### src/rtl/sfr_bank1_pkg.sv
package sfr_bank1_pkg;

  // register indices (file address, bank 1 unless mirrored); byte address is four times this
  localparam logic [8:0] IDX_INDIRECT_ACCESS_PORT = 9'h080;
  localparam logic [8:0] IDX_TIMER_OPTION_CONFIG = 9'h081;
  localparam logic [8:0] IDX_PC_LOW_BYTE = 9'h082;
  localparam logic [8:0] IDX_CORE_STATUS_FLAGS = 9'h083;
  localparam logic [8:0] IDX_INDIRECT_POINTER = 9'h084;
  localparam logic [8:0] IDX_PORT_A_DIRECTION = 9'h085;
  localparam logic [8:0] IDX_PORT_B_DIRECTION = 9'h086;
  localparam logic [8:0] IDX_PORT_C_DIRECTION = 9'h087;
  localparam logic [8:0] IDX_PORT_D_DIRECTION = 9'h088;
  localparam logic [8:0] IDX_PORT_E_DIRECTION = 9'h089;
  localparam logic [8:0] IDX_PC_HIGH_LATCH = 9'h08A;
  localparam logic [8:0] IDX_INTERRUPT_CONTROL = 9'h08B;
  localparam logic [8:0] IDX_PERIPHERAL_IRQ_ENABLE_ONE = 9'h08C;
  localparam logic [8:0] IDX_PERIPHERAL_IRQ_ENABLE_TWO = 9'h08D;
  localparam logic [8:0] IDX_RESET_CAUSE_FLAGS = 9'h08E;
  localparam logic [8:0] IDX_TIMER2_PERIOD = 9'h092;
  localparam logic [8:0] IDX_SYNC_SERIAL_SLAVE_ADDRESS = 9'h093;
  localparam logic [8:0] IDX_SYNC_SERIAL_STATE = 9'h094;
  localparam logic [8:0] IDX_SERIAL_TRANSMIT_CONTROL = 9'h098;
  localparam logic [8:0] IDX_BAUD_RATE_DIVISOR = 9'h099;
  localparam logic [8:0] IDX_ANALOG_PIN_CONFIG = 9'h09F;

  // plain storage cells, held in tables below
  localparam int NCELL = 17;
  localparam int CELL_PORT_D = 5;
  localparam int CELL_PORT_E = 6;
  localparam int CELL_PC_HIGH = 7;
  localparam int CELL_POINTER = 1;

  localparam logic [NCELL-1:0][8:0] CELL_IDX = {
    IDX_ANALOG_PIN_CONFIG, IDX_BAUD_RATE_DIVISOR, IDX_SERIAL_TRANSMIT_CONTROL,
    IDX_SYNC_SERIAL_STATE, IDX_SYNC_SERIAL_SLAVE_ADDRESS, IDX_TIMER2_PERIOD,
    IDX_PERIPHERAL_IRQ_ENABLE_TWO, IDX_PERIPHERAL_IRQ_ENABLE_ONE, IDX_INTERRUPT_CONTROL,
    IDX_PC_HIGH_LATCH, IDX_PORT_E_DIRECTION, IDX_PORT_D_DIRECTION, IDX_PORT_C_DIRECTION,
    IDX_PORT_B_DIRECTION, IDX_PORT_A_DIRECTION, IDX_INDIRECT_POINTER, IDX_TIMER_OPTION_CONFIG};
  // value after power-on or brown-out reset
  localparam logic [NCELL-1:0][7:0] CELL_POR = {
    8'h00, 8'h00, 8'h02, 8'h00, 8'h00, 8'hFF, 8'h00, 8'h00, 8'h00,
    8'h00, 8'h07, 8'hFF, 8'hFF, 8'hFF, 8'h3F, 8'h00, 8'hFF};
  // bits left unchanged by pin or watchdog reset
  localparam logic [NCELL-1:0][7:0] CELL_KEEP = {
    8'h00, 8'h00, 8'h00, 8'h00, 8'h00, 8'h00, 8'h00, 8'h00, 8'h01,
    8'h00, 8'h00, 8'h00, 8'h00, 8'h00, 8'h00, 8'hFF, 8'h00};
  // bits software may write
  localparam logic [NCELL-1:0][7:0] CELL_WR = {
    8'h07, 8'hFF, 8'hF5, 8'hC0, 8'hFF, 8'hFF, 8'h01, 8'hFF, 8'hFF,
    8'h1F, 8'h37, 8'hFF, 8'hFF, 8'hFF, 8'h3F, 8'hFF, 8'hFF};
  // implemented bits; the rest read zero
  localparam logic [NCELL-1:0][7:0] CELL_IMPL = {
    8'h07, 8'hFF, 8'hF7, 8'hFF, 8'hFF, 8'hFF, 8'h01, 8'hFF, 8'hFF,
    8'h1F, 8'hF7, 8'hFF, 8'hFF, 8'hFF, 8'h3F, 8'hFF, 8'hFF};
  // cells reached from every bank
  localparam logic [NCELL-1:0] CELL_MIRROR = 17'h00182;

  // core status layout and reset values
  localparam logic [7:0] STATUS_POR = 8'h18;
  localparam logic [7:0] STATUS_WR = 8'hE7;
  localparam logic [7:0] STATUS_KEEP_WARM = 8'h07;
  localparam int STATUS_IRP = 7;
  localparam int STATUS_RP1 = 6;
  localparam int STATUS_RP0 = 5;
  localparam int STATUS_TO = 4;
  localparam int STATUS_PD = 3;

  // reset cause layout
  localparam int CAUSE_POR = 1;
  localparam int CAUSE_BROWNOUT = 0;
  // the strap synchroniser shows its level at the fourth edge; capture one edge later
  localparam logic [2:0] CAUSE_SETTLE = 3'h4;
  localparam logic [12:0] PC_RESET = 13'h0000;
  localparam logic [1:0] BANK_ONE = 2'h1;

endpackage

### src/rtl/level_sync3.sv
`timescale 1ns/1ps
// three-stage synchroniser; the output moves only when stages two and three agree
module level_sync3 #(
  parameter bit RST_VAL = 1'b0
) (
  input wire logic clk_i,
  input wire logic rst_i,
  input wire logic raw_i,
  output logic level_o
);
  logic s1_q; // metastable stage, read only by s2_q
  logic s2_q;
  logic s3_q;

  // shift chain
  always_ff @(posedge clk_i or posedge rst_i) begin
    if (rst_i) begin
      s1_q <= RST_VAL;
      s2_q <= RST_VAL;
      s3_q <= RST_VAL;
    end else begin
      s1_q <= raw_i;
      s2_q <= s1_q;
      s3_q <= s2_q;
    end
  end

  // accept a new level once two settled stages agree
  always_ff @(posedge clk_i or posedge rst_i) begin
    if (rst_i) begin
      level_o <= RST_VAL;
    end else if (s2_q == s3_q) begin
      level_o <= s3_q;
    end
  end
endmodule // level_sync3

### src/rtl/dual_reset_cell.sv
`timescale 1ns/1ps
// one byte register with a cold value and a warm value that keeps some bits
module dual_reset_cell #(
  parameter logic [7:0] POR_VAL = 8'h00,
  parameter logic [7:0] KEEP_MASK = 8'h00,
  parameter logic [7:0] WR_MASK = 8'hFF,
  parameter logic [7:0] IMPL_MASK = 8'hFF
) (
  input wire logic clk_i,
  input wire logic rst_i,
  input wire logic warm_i,
  input wire logic we_i,
  input wire logic [7:0] wdata_i,
  output logic [7:0] q_o
);
  // cold reset loads first set, warm reset the second, write merges masked bits
  always_ff @(posedge clk_i or posedge rst_i) begin
    if (rst_i) begin
      q_o <= POR_VAL & IMPL_MASK; // RQ6
    end else if (warm_i) begin
      q_o <= ((q_o & KEEP_MASK) | (POR_VAL & ~KEEP_MASK)) & IMPL_MASK; // RQ6
    end else if (we_i) begin
      q_o <= ((q_o & ~WR_MASK) | (wdata_i & WR_MASK)) & IMPL_MASK; // RQ1
    end
  end
endmodule // dual_reset_cell

### src/rtl/sfr_bank1.sv
// Register access over APB is this design's own decision.
`timescale 1ns/1ps
// What this block does
// (RQ1) unimplemented addresses and bits read zero, ignore writes
// (RQ2) five-bit latch feeds program counter upper bits
// (RQ3) core registers decode identically from every bank
// (RQ4) small package drops port d/e direction
// (RQ5) software keeps parallel-slave enable/flag clear there
// (RQ6) cold and warm resets load different values
// (RQ7) reset cause flags set by cold reset and by software writes, never by warm reset
// (RQ8) indirect access port redirects through pointer
module sfr_bank1
  import sfr_bank1_pkg::*;
#(
  parameter bit SMALL_PACKAGE = 1'b0
) (
  input wire logic clk_i, // 100 MHz system clock
  input wire logic rst_i, // power-on / brown-out reset, async, active high
  input wire logic psel_i,
  input wire logic penable_i,
  input wire logic pwrite_i,
  input wire logic [11:0] paddr_i,
  input wire logic [31:0] pwdata_i,
  input wire logic [3:0] pstrb_i,
  output logic [31:0] prdata_o,
  output logic pready_o,
  output logic pslverr_o,
  input wire logic external_reset_pin_n_i, // warm reset pin, active low, asynchronous
  input wire logic watchdog_reset_i, // watchdog timeout, asynchronous level
  input wire logic brownout_cause_i, // high when the cold reset came from brown-out
  output logic [8:0] ind_addr_o, // data memory address for indirect access
  output logic [7:0] ind_wdata_o,
  output logic ind_wr_o,
  output logic ind_rd_o,
  input wire logic [7:0] ind_rdata_i, // valid the cycle after ind_rd_o
  output logic [12:0] pc_o,
  output logic [7:0] status_o,
  output logic [1:0] reset_cause_o,
  output logic [NCELL*8-1:0] cfg_o
);

  // synchronised warm reset sources and brown-out cause strap
  logic pin_n_s;
  logic wdt_s;
  logic brownout_s;
  logic warm; // any warm reset held

  level_sync3 #(.RST_VAL(1'b1)) u_sync_pin (
    .clk_i(clk_i),
    .rst_i(rst_i),
    .raw_i(external_reset_pin_n_i),
    .level_o(pin_n_s)
  );

  level_sync3 #(.RST_VAL(1'b0)) u_sync_wdt (
    .clk_i(clk_i),
    .rst_i(rst_i),
    .raw_i(watchdog_reset_i),
    .level_o(wdt_s)
  );

  level_sync3 #(.RST_VAL(1'b0)) u_sync_brownout (
    .clk_i(clk_i),
    .rst_i(rst_i),
    .raw_i(brownout_cause_i),
    .level_o(brownout_s)
  );

  assign warm = ~pin_n_s | wdt_s; // RQ6

  // apb phase tracking: every access takes one wait state
  logic ack_q; // high in the completing access cycle
  logic access; // first access cycle
  logic wr_en; // write takes effect at this edge
  logic [8:0] fidx; // file address from the byte address
  logic [1:0] bank;

  assign access = psel_i & penable_i & ~ack_q;
  assign wr_en = psel_i & penable_i & ack_q & pwrite_i & pstrb_i[0];
  assign fidx = paddr_i[10:2];
  assign bank = fidx[8:7];
  assign pready_o = psel_i & penable_i & ack_q;
  assign pslverr_o = 1'b0; // unmapped reads answer zero, not an error

  // wait-state flop; drops after the completing cycle
  always_ff @(posedge clk_i or posedge rst_i) begin
    if (rst_i) begin
      ack_q <= 1'b0;
    end else begin
      ack_q <= access;
    end
  end

  // address decode helpers
  function automatic logic hit_core(input logic [8:0] a, input logic [8:0] idx);
    // mirrored registers ignore the bank bits
    hit_core = (a[6:0] == idx[6:0]);
  endfunction

  logic bank1;
  assign bank1 = (bank == BANK_ONE);

  logic hit_indirect;
  logic hit_pc_low;
  logic hit_status;
  logic hit_cause;
  assign hit_indirect = hit_core(fidx, IDX_INDIRECT_ACCESS_PORT); // RQ3
  assign hit_pc_low = hit_core(fidx, IDX_PC_LOW_BYTE); // RQ3
  assign hit_status = hit_core(fidx, IDX_CORE_STATUS_FLAGS); // RQ3
  assign hit_cause = bank1 && (fidx == IDX_RESET_CAUSE_FLAGS);

  // storage cells and their decode
  logic [NCELL-1:0] cell_hit;
  logic [NCELL-1:0][7:0] cell_q;

  for (genvar g = 0; g < NCELL; g++) begin : g_cell
    // ports d and e direction vanish on the small package
    localparam bit PRESENT = !(SMALL_PACKAGE && (g == CELL_PORT_D || g == CELL_PORT_E));
    if (PRESENT) begin : g_on
      assign cell_hit[g] = CELL_MIRROR[g] ? hit_core(fidx, CELL_IDX[g]) // RQ3
                                          : (fidx == CELL_IDX[g]);
      dual_reset_cell #(
        .POR_VAL(CELL_POR[g]),
        .KEEP_MASK(CELL_KEEP[g]),
        .WR_MASK(CELL_WR[g]),
        .IMPL_MASK(CELL_IMPL[g])
      ) u_cell (
        .clk_i(clk_i),
        .rst_i(rst_i),
        .warm_i(warm),
        .we_i(wr_en & cell_hit[g]),
        .wdata_i(pwdata_i[7:0]),
        .q_o(cell_q[g])
      );
    end else begin : g_off
      // absent register: never decodes, reads zero
      assign cell_hit[g] = 1'b0; // RQ4
      assign cell_q[g] = 8'h00; // RQ4
    end
  end

  assign cfg_o = cell_q;

  // core status: bank bits, timeout and power-down flags, alu flags
  logic [7:0] status_q;
  always_ff @(posedge clk_i or posedge rst_i) begin
    if (rst_i) begin
      status_q <= STATUS_POR; // RQ6
    end else if (warm) begin
      // alu flags kept, bank bits cleared, timeout tells watchdog from pin
      status_q <= status_q & STATUS_KEEP_WARM; // RQ6
      status_q[STATUS_TO] <= ~wdt_s; // RQ6
      status_q[STATUS_PD] <= 1'b1; // RQ6
    end else if (wr_en && hit_status) begin
      // timeout and power-down are read-only
      status_q <= (status_q & ~STATUS_WR) | (pwdata_i[7:0] & STATUS_WR);
    end
  end

  assign status_o = status_q;

  // program counter; the upper bits only load from the latch
  logic [12:0] pc_q;
  always_ff @(posedge clk_i or posedge rst_i) begin
    if (rst_i) begin
      pc_q <= PC_RESET;
    end else if (warm) begin
      pc_q <= PC_RESET;
    end else if (wr_en && hit_pc_low) begin
      // writing the low byte transfers the latch into the upper bits
      pc_q <= {cell_q[CELL_PC_HIGH][4:0], pwdata_i[7:0]}; // RQ2
    end
  end

  assign pc_o = pc_q;

  // reset cause: cleared by cold reset, sampled once the strap has settled
  logic [1:0] cause_q;
  logic [2:0] settle_q; // cycles since cold reset release
  logic settled_q; // cause already captured

  always_ff @(posedge clk_i or posedge rst_i) begin
    if (rst_i) begin
      settle_q <= 3'h0;
    end else if (settle_q != CAUSE_SETTLE) begin
      settle_q <= settle_q + 3'h1;
    end
  end

  // capture after the synchroniser has filled; warm resets never touch it
  always_ff @(posedge clk_i or posedge rst_i) begin
    if (rst_i) begin
      cause_q <= 2'h0; // RQ7
      settled_q <= 1'b0;
    end else if (!settled_q && settle_q == CAUSE_SETTLE) begin
      // brown-out leaves the power-on flag set, power-on clears both
      cause_q[CAUSE_POR] <= brownout_s; // RQ7
      cause_q[CAUSE_BROWNOUT] <= 1'b0; // RQ7
      settled_q <= 1'b1;
    end else if (wr_en && hit_cause) begin
      // software sets the flags so the next cold reset shows up
      cause_q <= pwdata_i[1:0];
    end
  end

  assign reset_cause_o = cause_q;

  // indirect access: no storage, the pointer forms the address
  assign ind_addr_o = {status_q[STATUS_IRP], cell_q[CELL_POINTER]}; // RQ8
  assign ind_wdata_o = pwdata_i[7:0];
  assign ind_rd_o = psel_i & ~penable_i & ~pwrite_i & hit_indirect; // RQ8
  assign ind_wr_o = wr_en & hit_indirect; // RQ8

  // read mux; anything unmatched reads zero
  logic [7:0] rd_byte;
  always_comb begin
    rd_byte = 8'h00; // RQ1
    for (int i = 0; i < NCELL; i++) begin
      if (cell_hit[i]) begin
        rd_byte = cell_q[i];
      end
    end
    if (hit_pc_low) begin
      rd_byte = pc_q[7:0];
    end else if (hit_status) begin
      rd_byte = status_q;
    end else if (hit_cause) begin
      rd_byte = {6'h00, cause_q}; // RQ1
    end else if (hit_indirect) begin
      rd_byte = ind_rdata_i; // RQ8
    end
  end

  // read data registered in the first access cycle, held to completion
  always_ff @(posedge clk_i or posedge rst_i) begin
    if (rst_i) begin
      prdata_o <= 32'h00000000;
    end else if (access && !pwrite_i) begin
      prdata_o <= {24'h000000, rd_byte}; // RQ1
    end
  end

endmodule // sfr_bank1

### config.mk
export PLATFORM = sky130hd
export DESIGN_NAME = sfr_bank1
export DESIGN_NICKNAME = d
export VERILOG_FILES = /design/src/rtl/sfr_bank1_pkg.sv /design/src/rtl/level_sync3.sv /design/src/rtl/dual_reset_cell.sv /design/src/rtl/sfr_bank1.sv
export SDC_FILE = /design/constraint.sdc
export NUM_CORES = 1
export LEC_CHECK = 0
export ABC_AREA = 1
export BUFFER_PORTS_ARGS = -buffer_cell sky130_fd_sc_hd__buf_2
export CAP_MARGIN = 40
export CORE_MARGIN = 2
export CORE_UTILIZATION = 45
export DETAILED_ROUTE_END_ITERATION = 10
export PLACE_DENSITY = 0.78
export SLEW_MARGIN = 20
export SYNTH_ARGS = -nofsm -noshare
export SYNTH_HDL_FRONTEND = slang
export SYNTH_SLANG_ARGS = --single-unit
### constraint.sdc
create_clock -name clk_i -period 7.09 [get_ports clk_i]
set_clock_uncertainty 0.1 [all_clocks]
set_input_delay 1.418 -clock clk_i [delete_from_list [all_inputs] [get_ports clk_i]]
set_output_delay 1.418 -clock clk_i [all_outputs]
set_load 0.005 [all_outputs]
==> summary.md <==
| Metric | Value |
|---|---|
| Status | `finished, final reports clean` |
| Number of global-route vias before repair | `6,968` |
| Worst slew margin | `42.31%` |
| Via-per-instance ratio | `5.309` |
| Largest net degree at the start of global routing | `81` |
| Pins over their slew limit | `0` |
| Setup TNS | `0 ns` |
| Min cycle time layout | `4.529 ns` |
| Pre-CTS setup slack | `2.629 ns` |
| Worst Path Arrival | `3.01 ns` |
| Endpoint type of the worst setup path | `output port` |
| Diodes inserted | `0` |
| Mapped Area | `7971 sq um` |
| CTS H-tree depth | `4` |
| Crit Path Class | `input pin to output port` |
| Critical path's slowest cell | `nor2_2` |
| Dpl hpwl | `19.02 mm` |
| Routed length per placed instance | `17.92 microns` |
| Placed Area | `8910 sq um` |
| Post-Route WL | `25.20 mm` |
| Worst reg-to-reg setup slack | `4.06 ns` |
| Final setup margin | `2.561 ns` |
| Initial Util | `46.09%` |
| Router iterations before antenna repair | `6` |
| Initial antenna violation count | `0` |
| Vias | `7,464` |
| Die Y | `137.1 microns` |
| Count of cell types in the netlist | `43` |
| Final setup viols | `0` |
| Worst Path Buf+Inv | `4` |
| Hold Crit Class | `flip-flop to flip-flop` |
| Clock sink total | `156` |
| Crit-path max FO | `7` |
| GPL Wtd Cong | `0.9874` |
| Clock latency on the worst-skew pair | `0.43 ns` |
| Period utilization | `63.88%` |
| Leakage | `4.649 nW` |
| Iteration-0 DRC count of the detailed router | `774` |
| Final Hold Viols | `0` |
| Port Buf Inserts | `193` |
| Post_cts resized | `0` |
| Num CTS Buffers | `17` |
| Worst slew pin tran | `0.8629 ns` |
| Most common cell on crit path | `buf_2` |
| Core Util, Final | `55.12%` |
| Post-CTS Setup Bufs | `0` |
| Clock transition at path regs | `0.06 ns` |
| Root buf cell | `clkbuf_16` |
| Non-filler cells, final | `1,406` |
| Slowest Stage Delay on Critical Path | `0.27 ns` |
| Total chip power | `2.238 mW` |
| Inst Count DP | `1,373` |
| Cts hold-fix bufs | `0` |
| Family with the most delay on the worst path | `simple AND/OR/NAND/NOR gates` |
| Core Area | `17,300 sq um` |
| Max IR drop VDD | `0.1688 mV` |
| FF+latch count, synth | `156` |
| PwrDens | `234.7 nW/um^2` |
| Syn Area/Cell | `8.126 sq um` |
| Gate Count Post-Synth | `981` |
| Die width | `137.1 microns` |
| Post-route cell area | `9534 sq um` |
| Synth Warn # | `0` |
| Startpoint types | `input pin` |
| Antenna Nets Post-Route | `0` |
| Achievable Freq | `0.2208 GHz` |
| Area Overhead vs Synth | `19.60%` |
| Hold WS | `0.2474 ns` |
| First-pass GRT wire length | `37.87 mm` |
| All-Layer GR Usage | `27.10%` |
| RSZ-0062 raised after global routing | `false` |
| CTS tree | `done` |
| Layout cells sized above 1 | `29.64%` |
| Clk buf depth | `2` |
| Sequential element share of the synthesized area | `49.84%` |
| Nets@finish | `1,234` |
| Max-cap violations | `0` |
| DRC Markers | `0` |
| Crit-path cells | `buf_2, nor2_4, nand2_1, nor2_1, inv_2, nor2_2, inv_1, nor4_1, buf_2` |
| Cell Rows | `48` |
| Total congestion overflow | `0` |
| Die Area | `18,800 sq um` |
| Top Ports | `276` |
| Required time of the worst setup path | `5.57 ns` |
## area by class of cell
type / instances / area, sq um
Fill cell: 1622 / 7762
Sequential cell: 156 / 3973
Multi-Input combinational cell: 670 / 3142
Timing Repair Buffer: 206 / 1077
Clock buffer: 20 / 456.7
Inverter: 117 / 444.2
Tap cell: 225 / 281.5
Clock inverter: 12 / 160.2
## final timing paths
path / startpoint / end / depth (start not counted)
min in group asynchronous: rst_i / g_cell[8].g_on.u_cell.q_o[5]$_DFFE_PP0P_ / 2
worst min-delay path: u_sync_brownout.s1_q$_DFF_PP0_ / u_sync_brownout.s2_q$_DFF_PP0_ / 0
max in group asynchronous: rst_i / u_sync_pin.level_o$_DFFE_PP1N_ / 4
worst max register to register: ack_q$_DFF_PP0_ / g_cell[9].g_on.u_cell.q_o[5]$_DFFE_PP0P_ / 7
worst max-delay path: paddr_i[7] / ind_rd_o / 9
worst min register to register: u_sync_brownout.s1_q$_DFF_PP0_ / u_sync_brownout.s2_q$_DFF_PP0_ / 0
## kinds of logic after synthesis
logic type | share of synthesized area [%]
xor+xnor | 0.2198
fa+ha+maj | 0.6906
other cells | 0.04704
simple gates | 22.74
compound gates | 13.28
buf+inv | 13.18
flops | 49.84
## routing by layer
metal  share of wire [%]  GRT usage [%]  vias to the layer above  routed length (microns)
met5                   0              0                        -                        0
met4                 3.3          11.28                        0                      823
met3                 9.8          7.630                       67                     2469
met2                  47          42.26                      434                    11810
met1                  40          35.51                     3549                    10100
li1                    -              -                     3414                        -
## flip-flops by register name (all words and copies together) (netlist names)
signal / flops
settled_q: 1
pc_o: 13
u_sync_brownout.s2_q: 1
u_sync_brownout.s3_q: 1
u_sync_wdt.s2_q: 1
u_sync_brownout.s1_q: 1
u_sync_pin.s1_q: 1
status_o: 7
settle_q: 3
u_sync_pin.s3_q: 1
g_cell.g_on.u_cell.q_o: 109
u_sync_pin.level_o: 1
u_sync_wdt.level_o: 1
u_sync_brownout.level_o: 1
reset_cause_o: 2
u_sync_pin.s2_q: 1
ack_q: 1
prdata_o: 8
u_sync_wdt.s3_q: 1
u_sync_wdt.s1_q: 1
## layout by cell type, fill, tap and decap left out, drive strengths merged, types with 3 or more instances in the layout
master,Yosys,final
o22ai,7,7
nor3,12,12
nor2,107,107
buf,78,206
dfrtp,101,101
nand3,30,30
nand2,232,232
clkinvlp,0,4
conb,1,52
clkinv,3,5
inv,114,117
dfstp,55,55
a21oi,66,66
or2,7,7
o21ai,121,121
nor4,6,6
maj3,3,3
clkbuf,11,20
nand4,13,13
bufinv,0,3
## synth_stat cells, drive strengths merged
cell type	n	share of area (%)
nand2	232	11
o21ai	121	7.6
inv	114	5.4
nor2	107	6.0
dfrtp	101	32
buf	78	7.2
a21oi	66	4.2
dfstp	55	18
nand3	30	2.2
nand4	13	1.0
nor3	12	1.1
clkbuf	11	0.52
o22ai	7	0.55
or2	7	0.55
nor4	6	0.71
clkinv	3	0.14
maj3	3	0.38
a211oi	2	0.19
ha	2	0.31
o2111ai	2	0.22
o211ai	2	0.19
a2111oi	1	0.11
a221oi	1	0.11
a31oi	1	0.079
and3	1	0.079
conb	1	0.047
xnor2	1	0.11
xor2	1	0.11
## power by group
group,leakage [nW],internal [mW],switching [mW]
sequential,1.93,0.972,0.0492
clock,0.290,0.575,0.377
combinational,2.43,0.0858,0.178
(Power assumes the default switching activity.)
